$ cat src/rtl/led_serial_pkg.sv
// constants and carrier types for the serial led control decoder
package led_serial_pkg;
	localparam int unsigned CLK_HZ          = 40_000_000;
	// latch and shutdown pauses in microseconds
	localparam int unsigned LATCH_US        = 500;
	localparam int unsigned OFF_US          = 500;
	localparam int unsigned LATCH_CYCLES    = (CLK_HZ / 1_000_000) * LATCH_US;
	localparam int unsigned OFF_CYCLES      = (CLK_HZ / 1_000_000) * OFF_US;
	// flash protection time in milliseconds (1 s example)
	localparam int unsigned FLASH_PROT_MS   = 1000;
	localparam int unsigned FLASH_PROT_CYC  = (CLK_HZ / 1000) * FLASH_PROT_MS;

	// register addresses
	localparam logic [3:0] ADDR_ALL_BL      = 4'h0;
	localparam logic [3:0] ADDR_MAIN_BL     = 4'h1;
	localparam logic [3:0] ADDR_SUB_BL      = 4'h2;
	localparam logic [3:0] ADDR_LOW_BL      = 4'h3;
	localparam logic [3:0] ADDR_FLASH_LVL   = 4'h4;
	localparam logic [3:0] ADDR_FLASH_EN    = 4'h5;
	localparam logic [3:0] ADDR_FULL_SCALE  = 4'hC;
	localparam logic [3:0] ADDR_INDEP       = 4'hF;

	// edge count at which addresses start
	localparam logic [5:0] ADDR_EDGE_BASE   = 6'h11;
	localparam logic [5:0] DATA_EDGE_MAX    = 6'h10;
	// data code (minus one) that enters independent mode
	localparam logic [3:0] INDEP_CODE       = 4'h7;
	// stored codes are data minus one
	localparam logic [3:0] RST_CODE         = 4'h0;
	localparam logic [3:0] BL_OFF_CODE      = 4'hF;
	localparam logic [3:0] FLASH_FULL_CODE  = 4'h0;
	localparam logic       SCALE_20MA       = 1'b0;

	// backlight drive summary
	typedef struct packed {
		logic [3:0] main_code;   // level code, data minus one
		logic [3:0] sub_code;
		logic       scale_30ma;
		logic       low_mode;    // low-current table active
		logic [1:0] low_level;   // 95/500/950/1900 uA index
		logic       low_main_on;
		logic       low_sub_on;
		logic [5:0] chan_on;     // sinks six..one
	} bl_drive_t;

	// flash drive summary
	typedef struct packed {
		logic       sink_one_on;
		logic       sink_two_on;
		logic [3:0] level_code;  // 0 = 100 percent
		logic [6:0] percent;
	} flash_drive_t;

	// flash percentage per level code
	function automatic logic [6:0] flash_percent(input logic [3:0] code);
		case (code)
			4'h0: flash_percent = 7'd100;
			4'h1: flash_percent = 7'd87;
			4'h2: flash_percent = 7'd77;
			4'h3: flash_percent = 7'd66;
			4'h4: flash_percent = 7'd58;
			4'h5: flash_percent = 7'd50;
			4'h6: flash_percent = 7'd44;
			4'h7: flash_percent = 7'd39;
			4'h8: flash_percent = 7'd35;
			4'h9: flash_percent = 7'd30;
			4'hA: flash_percent = 7'd27;
			4'hB: flash_percent = 7'd24;
			4'hC: flash_percent = 7'd20;
			4'hD: flash_percent = 7'd17;
			4'hE: flash_percent = 7'd16;
			default: flash_percent = 7'd14;
		endcase
	endfunction
endpackage

$ cat src/rtl/led_serial_decoder.sv
// single-wire edge counting decoder for backlight and flash control
// Functional notes
// RQ1: address 3 uses low-current backlight table
// RQ2: address 3 groups: off, sub, main, both
// RQ3: address 4 sets flash percent level
// RQ4: address 5 selects active flash sinks
// RQ5: flash enables off after startup
// RQ6: flash stays on until off/shutdown/timeout
// RQ7: address 5 reverts on timeout or strobe low
// RQ8: address 12 picks 20mA or 30mA scale
// RQ9: scale defaults to 20mA
// RQ10: main and sub share one scale
// RQ11: data 8 at address 15 sets mode
// RQ12: independent mode cleared only by shutdown
// RQ13: independent address 2 sets sinks six..three
// RQ14: independent address 3 sets sinks one, two
// RQ15: independent mode ignores address 0, old 2/3
// RQ16: other addresses unaffected by independent mode
// RQ17: strobe high forces full flash current
// RQ18: strobe rise starts timer, fall stops flash
// RQ19: timer expiry with strobe high stops flash
// RQ20: protection time is configurable parameter
// RQ21: regulator enables pass through untouched
// RQ22: edges 17+ address, 1..16 data, latched
// RQ23: low over 500us shuts down, clears all
// RQ24: address 0 all, 1 main, 2 sub
// RQ25: protection time counted in clock cycles
module led_serial_decoder
	import led_serial_pkg::*;
#(
	parameter int unsigned LATCH_CNT = LATCH_CYCLES,
	parameter int unsigned OFF_CNT   = OFF_CYCLES,
	// RQ20: protection time as parameter
	parameter int unsigned PROT_CNT  = FLASH_PROT_CYC
) (
	input  wire logic         MCLK_I,
	input  wire logic         NRST_I,
	input  wire logic         SERIAL_PULSE_LINE_I,
	input  wire logic         FLASH_STROBE_INPUT_I,
	input  wire logic         REGULATOR_A_ENABLE_I,
	input  wire logic         REGULATOR_B_ENABLE_I,
	output bl_drive_t         BACKLIGHT_O,
	output flash_drive_t      FLASH_O,
	output logic              SHUTDOWN_O,
	output logic              INDEP_MODE_O,
	output logic              REGULATOR_A_ON_O,
	output logic              REGULATOR_B_ON_O
);
	// pin synchronisers
	logic [1:0] line_sync_ff;
	logic [1:0] strobe_sync_ff;
	logic       line_d_ff;
	logic       strobe_d_ff;
	logic       line_s;
	logic       strobe_s;
	assign line_s   = line_sync_ff[1];
	assign strobe_s = strobe_sync_ff[1];

	// serial state
	logic [5:0]  edge_cnt_ff;
	logic [31:0] high_cnt_ff;
	logic [31:0] low_cnt_ff;
	logic        shutdown_ff;
	logic [3:0]  addr_ff;
	logic        wr_stb;
	logic [3:0]  wr_data;
	logic        latch_now;
	logic        off_now;

	// stored settings, codes are data minus one
	logic [3:0] main_code_ff;
	logic [3:0] sub_code_ff;
	logic [3:0] low_code_ff;
	logic       low_mode_ff;
	logic [3:0] flash_lvl_ff;
	logic [1:0] flash_en_ff;   // {sink one, sink two}
	logic       scale_ff;
	logic       indep_ff;
	logic [3:0] indep_hi_ff;   // sinks six..three
	logic [1:0] indep_lo_ff;   // sinks two, one

	// flash timer
	logic [31:0] prot_cnt_ff;
	logic        prot_run_ff;
	logic        prot_expired_ff;
	logic        strobe_rise;
	logic        strobe_fall;
	logic        prot_done;

	always_ff @(posedge MCLK_I or negedge NRST_I) begin
		if (!NRST_I) begin
			line_sync_ff   <= 2'h0;
			strobe_sync_ff <= 2'h0;
			line_d_ff      <= 1'b0;
			strobe_d_ff    <= 1'b0;
		end else begin
			line_sync_ff   <= {line_sync_ff[0], SERIAL_PULSE_LINE_I};
			strobe_sync_ff <= {strobe_sync_ff[0], FLASH_STROBE_INPUT_I};
			line_d_ff      <= line_s;
			strobe_d_ff    <= strobe_s;
		end
	end

	// RQ23: shutdown on long low
	assign off_now = !line_s && (low_cnt_ff == 32'(OFF_CNT - 1));
	// RQ22: latch after long high pause
	assign latch_now = line_s && (edge_cnt_ff != 6'h00)
		&& (high_cnt_ff == 32'(LATCH_CNT - 1));

	// pulse-width counters
	always_ff @(posedge MCLK_I or negedge NRST_I) begin
		if (!NRST_I) begin
			high_cnt_ff <= 32'h0;
			low_cnt_ff  <= 32'h0;
			shutdown_ff <= 1'b1;
		end else begin
			high_cnt_ff <= (line_s && !latch_now && high_cnt_ff !=
				32'(LATCH_CNT)) ? high_cnt_ff + 32'h1 : 32'h0;
			if (line_s)
				low_cnt_ff <= 32'h0;
			else if (low_cnt_ff != 32'(OFF_CNT))
				low_cnt_ff <= low_cnt_ff + 32'h1;
			if (off_now)
				shutdown_ff <= 1'b1;
			else if (line_s && !line_d_ff)
				shutdown_ff <= 1'b0;
		end
	end

	// RQ22: edge counting, address select, data write
	always_ff @(posedge MCLK_I or negedge NRST_I) begin
		if (!NRST_I) begin
			edge_cnt_ff <= 6'h00;
			addr_ff     <= RST_CODE;
		end else if (off_now) begin
			edge_cnt_ff <= 6'h00;
			addr_ff     <= RST_CODE;
		end else if (latch_now) begin
			edge_cnt_ff <= 6'h00;
			if (edge_cnt_ff >= ADDR_EDGE_BASE)
				addr_ff <= 4'(edge_cnt_ff - ADDR_EDGE_BASE);
		end else if (line_s && !line_d_ff && edge_cnt_ff != 6'h3F) begin
			edge_cnt_ff <= edge_cnt_ff + 6'h01;
		end
	end

	assign wr_stb  = latch_now && (edge_cnt_ff <= DATA_EDGE_MAX);
	assign wr_data = 4'(edge_cnt_ff - 6'h01);

	// backlight settings
	always_ff @(posedge MCLK_I or negedge NRST_I) begin
		if (!NRST_I) begin
			main_code_ff <= BL_OFF_CODE;
			sub_code_ff  <= BL_OFF_CODE;
			low_code_ff  <= RST_CODE;
			low_mode_ff  <= 1'b0;
			scale_ff     <= SCALE_20MA;
			indep_ff     <= 1'b0;
			indep_hi_ff  <= 4'h0;
			indep_lo_ff  <= 2'h0;
		end else if (off_now) begin
			// RQ12: only shutdown leaves the mode
			main_code_ff <= BL_OFF_CODE;
			sub_code_ff  <= BL_OFF_CODE;
			low_code_ff  <= RST_CODE;
			low_mode_ff  <= 1'b0;
			// RQ9: back to 20mA scale
			scale_ff     <= SCALE_20MA;
			indep_ff     <= 1'b0;
			indep_hi_ff  <= 4'h0;
			indep_lo_ff  <= 2'h0;
		end else if (wr_stb) begin
			case (addr_ff)
				// RQ24: all, main or sub
				ADDR_ALL_BL: begin
					// RQ15: ignored in independent mode
					if (!indep_ff) begin
						main_code_ff <= wr_data;
						sub_code_ff  <= wr_data;
						low_mode_ff  <= 1'b0;
					end
				end
				ADDR_MAIN_BL: begin
					main_code_ff <= wr_data;
					low_mode_ff  <= 1'b0;
				end
				ADDR_SUB_BL: begin
					// RQ13: sinks six..three from data bits
					if (indep_ff)
						indep_hi_ff <= wr_data;
					else begin
						sub_code_ff <= wr_data;
						low_mode_ff <= 1'b0;
					end
				end
				ADDR_LOW_BL: begin
					// RQ14: bit 3 sink two, bit 2 sink one
					if (indep_ff)
						indep_lo_ff <= wr_data[3:2];
					else begin
						// RQ1: switch to low-current table
						low_code_ff <= wr_data;
						low_mode_ff <= 1'b1;
					end
				end
				// RQ8: one scale for the whole backlight
				ADDR_FULL_SCALE: begin
					if (wr_data == 4'h0)
						scale_ff <= 1'b0;
					else if (wr_data == 4'h1)
						scale_ff <= 1'b1;
				end
				// RQ11: data 8 enters independent mode
				ADDR_INDEP: begin
					if (wr_data == INDEP_CODE)
						indep_ff <= 1'b1;
				end
				default: begin
				end
			endcase
		end
	end

	// flash level and enables
	assign strobe_rise = strobe_s && !strobe_d_ff;
	assign strobe_fall = !strobe_s && strobe_d_ff;
	assign prot_done   = prot_run_ff && (prot_cnt_ff == 32'(PROT_CNT - 1));

	always_ff @(posedge MCLK_I or negedge NRST_I) begin
		if (!NRST_I) begin
			flash_lvl_ff <= RST_CODE;
			flash_en_ff  <= 2'h0;
		end else if (off_now) begin
			flash_lvl_ff <= RST_CODE;
			// RQ6: shutdown ends serial flash
			flash_en_ff  <= 2'h0;
		end else begin
			// RQ16: flash level works in any mode
			// RQ3: level code stored as data minus one
			if (wr_stb && addr_ff == ADDR_FLASH_LVL)
				flash_lvl_ff <= wr_data;
			// RQ7: revert to both off on expiry or strobe fall
			if (prot_done || strobe_fall)
				flash_en_ff <= 2'h0;
			// RQ4: data 1..4 map to both bits of data-1
			else if (wr_stb && addr_ff == ADDR_FLASH_EN
				&& wr_data[3:2] == 2'h0)
				flash_en_ff <= wr_data[1:0];
		end
	end

	// RQ25: protection timer counted in clock cycles
	always_ff @(posedge MCLK_I or negedge NRST_I) begin
		if (!NRST_I) begin
			prot_cnt_ff     <= 32'h0;
			prot_run_ff     <= 1'b0;
			prot_expired_ff <= 1'b0;
		end else if (!strobe_s) begin
			prot_cnt_ff     <= 32'h0;
			prot_run_ff     <= 1'b0;
			prot_expired_ff <= 1'b0;
		end else if (strobe_rise) begin
			// RQ18: rising strobe starts timer
			prot_cnt_ff     <= 32'h0;
			prot_run_ff     <= 1'b1;
			prot_expired_ff <= 1'b0;
		end else if (prot_done) begin
			// RQ19: expiry with strobe high stops flash
			prot_run_ff     <= 1'b0;
			prot_expired_ff <= 1'b1;
		end else if (prot_run_ff) begin
			prot_cnt_ff <= prot_cnt_ff + 32'h1;
		end
	end

	// drive outputs
	always_ff @(posedge MCLK_I or negedge NRST_I) begin
		if (!NRST_I) begin
			BACKLIGHT_O <= '0;
			FLASH_O     <= '0;
		end else begin
			BACKLIGHT_O.main_code   <= main_code_ff;
			BACKLIGHT_O.sub_code    <= sub_code_ff;
			// RQ10: single scale bit for main and sub
			BACKLIGHT_O.scale_30ma  <= scale_ff;
			BACKLIGHT_O.low_mode    <= low_mode_ff && !indep_ff;
			// RQ2: groups of four, level in low bits
			BACKLIGHT_O.low_level   <= low_code_ff[1:0];
			BACKLIGHT_O.low_main_on <= low_code_ff[3];
			BACKLIGHT_O.low_sub_on  <= low_code_ff[2];
			if (indep_ff)
				BACKLIGHT_O.chan_on <= {indep_hi_ff, indep_lo_ff};
			else if (low_mode_ff)
				BACKLIGHT_O.chan_on <= {low_code_ff[2],
					{5{low_code_ff[3]}}};
			else
				BACKLIGHT_O.chan_on <= {sub_code_ff != BL_OFF_CODE,
					{5{main_code_ff != BL_OFF_CODE}}};
			// RQ17: strobe forces full current on both sinks
			if (strobe_s && !prot_expired_ff && !prot_done) begin
				FLASH_O.sink_one_on <= 1'b1;
				FLASH_O.sink_two_on <= 1'b1;
				FLASH_O.level_code  <= FLASH_FULL_CODE;
				FLASH_O.percent     <= flash_percent(FLASH_FULL_CODE);
			end else begin
				// RQ5: serial enables start off
				FLASH_O.sink_one_on <= flash_en_ff[1];
				FLASH_O.sink_two_on <= flash_en_ff[0];
				FLASH_O.level_code  <= flash_lvl_ff;
				FLASH_O.percent     <= flash_percent(flash_lvl_ff);
			end
		end
	end

	// status and regulator pass-through
	always_ff @(posedge MCLK_I or negedge NRST_I) begin
		if (!NRST_I) begin
			SHUTDOWN_O       <= 1'b1;
			INDEP_MODE_O     <= 1'b0;
			REGULATOR_A_ON_O <= 1'b0;
			REGULATOR_B_ON_O <= 1'b0;
		end else begin
			SHUTDOWN_O       <= shutdown_ff;
			INDEP_MODE_O     <= indep_ff;
			// RQ21: regulator enables ignore serial state
			REGULATOR_A_ON_O <= REGULATOR_A_ENABLE_I;
			REGULATOR_B_ON_O <= REGULATOR_B_ENABLE_I;
		end
	end
endmodule // led_serial_decoder

$ cat config.mk
export PLATFORM = sky130hd
export DESIGN_NAME = led_serial_decoder
export DESIGN_NICKNAME = d
export VERILOG_FILES = /design/src/rtl/led_serial_pkg.sv /design/src/rtl/led_serial_decoder.sv
export SDC_FILE = /design/constraint.sdc
export NUM_CORES = 1
export LEC_CHECK = 0
export ABC_CLOCK_PERIOD_IN_PS = 3400
export BUFFER_PORTS_ARGS = -buffer_cell sky130_fd_sc_hd__buf_2
export CELL_PAD_IN_SITES_DETAIL_PLACEMENT = 0
export CELL_PAD_IN_SITES_GLOBAL_PLACEMENT = 2
export CORE_MARGIN = 4
export CORE_UTILIZATION = 37
export CTS_CLUSTER_SIZE = 30
export DETAILED_ROUTE_END_ITERATION = 10
export PLACE_DENSITY = 0.76
export SLEW_MARGIN = 20
export SYNTH_ARGS = -nofsm -noshare
export SYNTH_HDL_FRONTEND = slang
export SYNTH_SLANG_ARGS = --single-unit
$ cat constraint.sdc
create_clock -name MCLK_I -period 3.4 [get_ports MCLK_I]
set_clock_uncertainty 0.05 [all_clocks]
set_input_delay 0.68 -clock MCLK_I [delete_from_list [all_inputs] [get_ports MCLK_I]]
set_output_delay 0.68 -clock MCLK_I [all_outputs]
set_load 0.1 [all_outputs]
==> impl_metrics.csv <==
group,metric,value,unit
synth,ys.flop_type,"dfrtp_1",
timing,drv_slew,0,
synth,synthMuxAreaShare,0.2309,%
global_routing,grt_max_degree,82,
timing,rsz0062_at_grt,"false",
clock_tree,cts_tree,"yes",
die,num_rows,55,
min_path,hold_class,"in2async",
synth,yosys.area_share.adder,2.165,%
timing,hold_ws,223.0,ps
final_layout,layout_common_cells,"dfrtp_1 (169), nor2_1 (103), nand2_1 (64), a21oi_1 (61), xnor2_1 (47)",
die,die_x,161.1,um
routing,first_pass_iters,5,
timing,setup_viol,0,
timing,slew_headroom,47.05,%
flow_run,max_cap_viol_count,0,
worst_setup_path,worstSetupPathType,"reg2reg",
power_and_ir_drop,p_switching,1.347,mW
die,core,0.02285,mm2
power_and_ir_drop,p_comb_share,11.0,%
synth,syn_area,0.008668,mm2
power_and_ir_drop,power.density,490.0,mW/mm2
worst_setup_path,crit_required,3720,ps
die,initial_utilization,37.94,%
final_layout,antenna_cells,0,
synth,yosys.area_share.simple,24.83,%
global_routing,grt-ovfl-total,0,
final_layout,final_area,0.009893,mm2
power_and_ir_drop,cellLeakagePower,4.044,nW
synth,synth_edf_count,0,
synth,seq_area_frac_synth,51.82,%
routing,first_iter_violations,438,
worst_setup_path,rrSetupSlack,390,ps
synth,synth_top_family_by_area,"simple AND/OR/NAND/NOR gates",
final_layout,final_cells,1260,
timing,fin_crit,3005,ps
routing,finalWirelength,20020,um
placed_design,dpl.cell_count,1228,
timing,tightest_slew,790.8,ps
routing,vias_per_cell,5.237,
final_layout,layout.nets,955,
routing,wl_per_cell,15.89,um
placed_design,dpl_worst_slack,407.2,ps
timing,fin_ws,394.8,ps
power_and_ir_drop,p_int,3.501,mW
clock_tree,clk_latency,440,ps
clock_tree,clkTransAtPathRegs,70,ps
clock_tree,postCtsHoldBufs,0,
placed_design,gp_congestion,0.7697,
timing,fin_crit_sh,88.39,%
synth,async_flop_share,100.0,%
global_routing,first_global_vias,6374,
die,die_h,161.1,um
synth,yosysWarnings,0,
placed_design,dp_hpwl,13530,um
synth,synthDistinctLibCells,61,
clock_tree,clock_sinks,179,
clock_tree,postCtsResizedCells,0,
global_routing,grt_use_total,16.05,%
routing,drtAntennaViolNets,0,
outcome,outcome,"complete, no violations",
final_layout,fill_cells,2253,
final_layout,layout-drive-gt1-share,12.67,%
final_layout,multi_input_area,0.003904,mm2
power_and_ir_drop,swShare,27.78,%
clock_tree,post_cts_buffers,0,
die,die_area,0.02594,mm2
final_layout,final_common_cell,"dfrtp_1",
worst_setup_path,cp_max_fo,20,
routing,drcViolationCount,0,
die,num_io_pins,43,
routing,vias,6598,
timing,fmax,332.8,MHz
synth,synthesis.instances,893,
global_routing,grt_pass1_wl,34170,um
clock_tree,numCtsBuffers,17,
power_and_ir_drop,power_frac_clock,42.2,%
timing,setup_tns,0,ps
worst_setup_path,crit_path_end_kind,"flip-flop",
clock_tree,cts.htree.levels,4,
placed_design,dpl_cell_area,0.009283,mm2
clock_tree,clk_path_buf_depth,2,
synth,synth-compound-area-share,10.70,%
power_and_ir_drop,peakVddDrop,0.2713,mV
synth,avgSynthCellArea,9.707,um2
power_and_ir_drop,power,4.848,mW
worst_setup_path,start_kind,"flip-flop",
power_and_ir_drop,p_seq_share,46.8,%
final_layout,final_core_util,43.30,%
synth,synthXorXnorAreaFrac,7.073,%
global_routing,antenna_found_initial,0,
worst_setup_path,arrival,3320,ps
synth,syn_nets,914,
final_layout,area_delta_synth_final,14.13,%
clock_tree,cts_root_buf,"clkbuf_16",
placed_design,io_buffers,42,
final_layout,seq_area,0.004492,mm2
synth,synth-seq-cells,179,
timing,timing_hold_violations_final,0,
-- synthesized netlist by cell type, types with 16 or more instances --
master    instances  area share, %
dfrtp_1         169             49
clkbuf_1         32            1.4
xnor2_1          47            4.7
a21oi_1          61            3.5
nand4_1          29            2.1
or4_1            16            1.4
nand3_1          37            2.1
o21ai_0          43            2.5
xor2_1           23            2.3
inv_1            30            1.3
or3_1            26            1.9
nor3_1           26            1.5
nand2_1          64            2.8
nor4_1           34            2.5
nor2_1          103            4.5
-- per-layer routing --
layer	vias up	part of all wire, %	global-route usage, %
met5	-	0	0
met4	0	0.79	4.304
met3	11	2.8	2.501
met2	81	43	23.48
met1	3236	53	24.71
li1	3270	-	-
-- cell families (layout without fill, tap and decap cells) --
group | after synthesis | after routing
fa+ha+maj | 15 | 15
simple gates | 405 | 405
buf+inv | 69 | 123
xor+xnor | 70 | 70
mux | 2 | 2
compound gates | 153 | 153
flops | 179 | 179
-- state kept, by name (all words and copies together), names as in the netlist, 2 cells and up --
| register | flops |
|---|---|
| BACKLIGHT_O | 20 |
| FLASH_O | 13 |
| addr_ff | 4 |
| edge_cnt_ff | 6 |
| flash_en_ff | 2 |
| flash_lvl_ff | 4 |
| high_cnt_ff | 32 |
| indep_hi_ff | 4 |
| indep_lo_ff | 2 |
| line_sync_ff | 2 |
| low_cnt_ff | 32 |
| low_code_ff | 4 |
| main_code_ff | 4 |
| prot_cnt_ff | 32 |
| strobe_sync_ff | 2 |
| sub_code_ff | 4 |
-- final timing paths --
check                                         to  depth (start not counted)                 start
worst max-delay path              low_code_ff[1]                          7        edge_cnt_ff[0]
worst min-delay path            REGULATOR_A_ON_O                          1                NRST_I
worst max register to register    low_code_ff[1]                          7        edge_cnt_ff[0]
worst min register to register   line_sync_ff[1]                          0       line_sync_ff[0]
max in group asynchronous        prot_expired_ff                          2                NRST_I
min in group MCLK_I             REGULATOR_A_ON_O                          1  REGULATOR_A_ENABLE_I
-- worst max-delay path, stage by stage, from the launching register on --
cell,delay [ps]
dfrtp_1,500
inv_1,120
ha_1,210
or3b_1,500
a2111oi_4,400
or4b_4,630
or3_1,380
a21oi_1,150
-- layout make-up --
type                       instances  area share [%]
clock buffer                      20           4.717
clock inverter                    12           1.454
multi-input combinational        645           39.46
inverter                          31           1.176
tap                              313           3.959
timing repair buffer              60           3.832
sequential                       179           45.40
-- power groups by stage --
stage | clock network, mW | logic (mW) | registers (mW)
4_1_cts | 2.11 | 0.543 | 2.27
3_5_place_dp | 0 | 0.537 | 2.31
2_1_floorplan | 0 | 0.356 | 2.27
3_3_place_gp | 0 | 0.548 | 2.31
5_1_grt | 2.20 | 0.587 | 2.28
6_report | 2.05 | 0.532 | 2.27
Power figures use the tool's default switching activity.
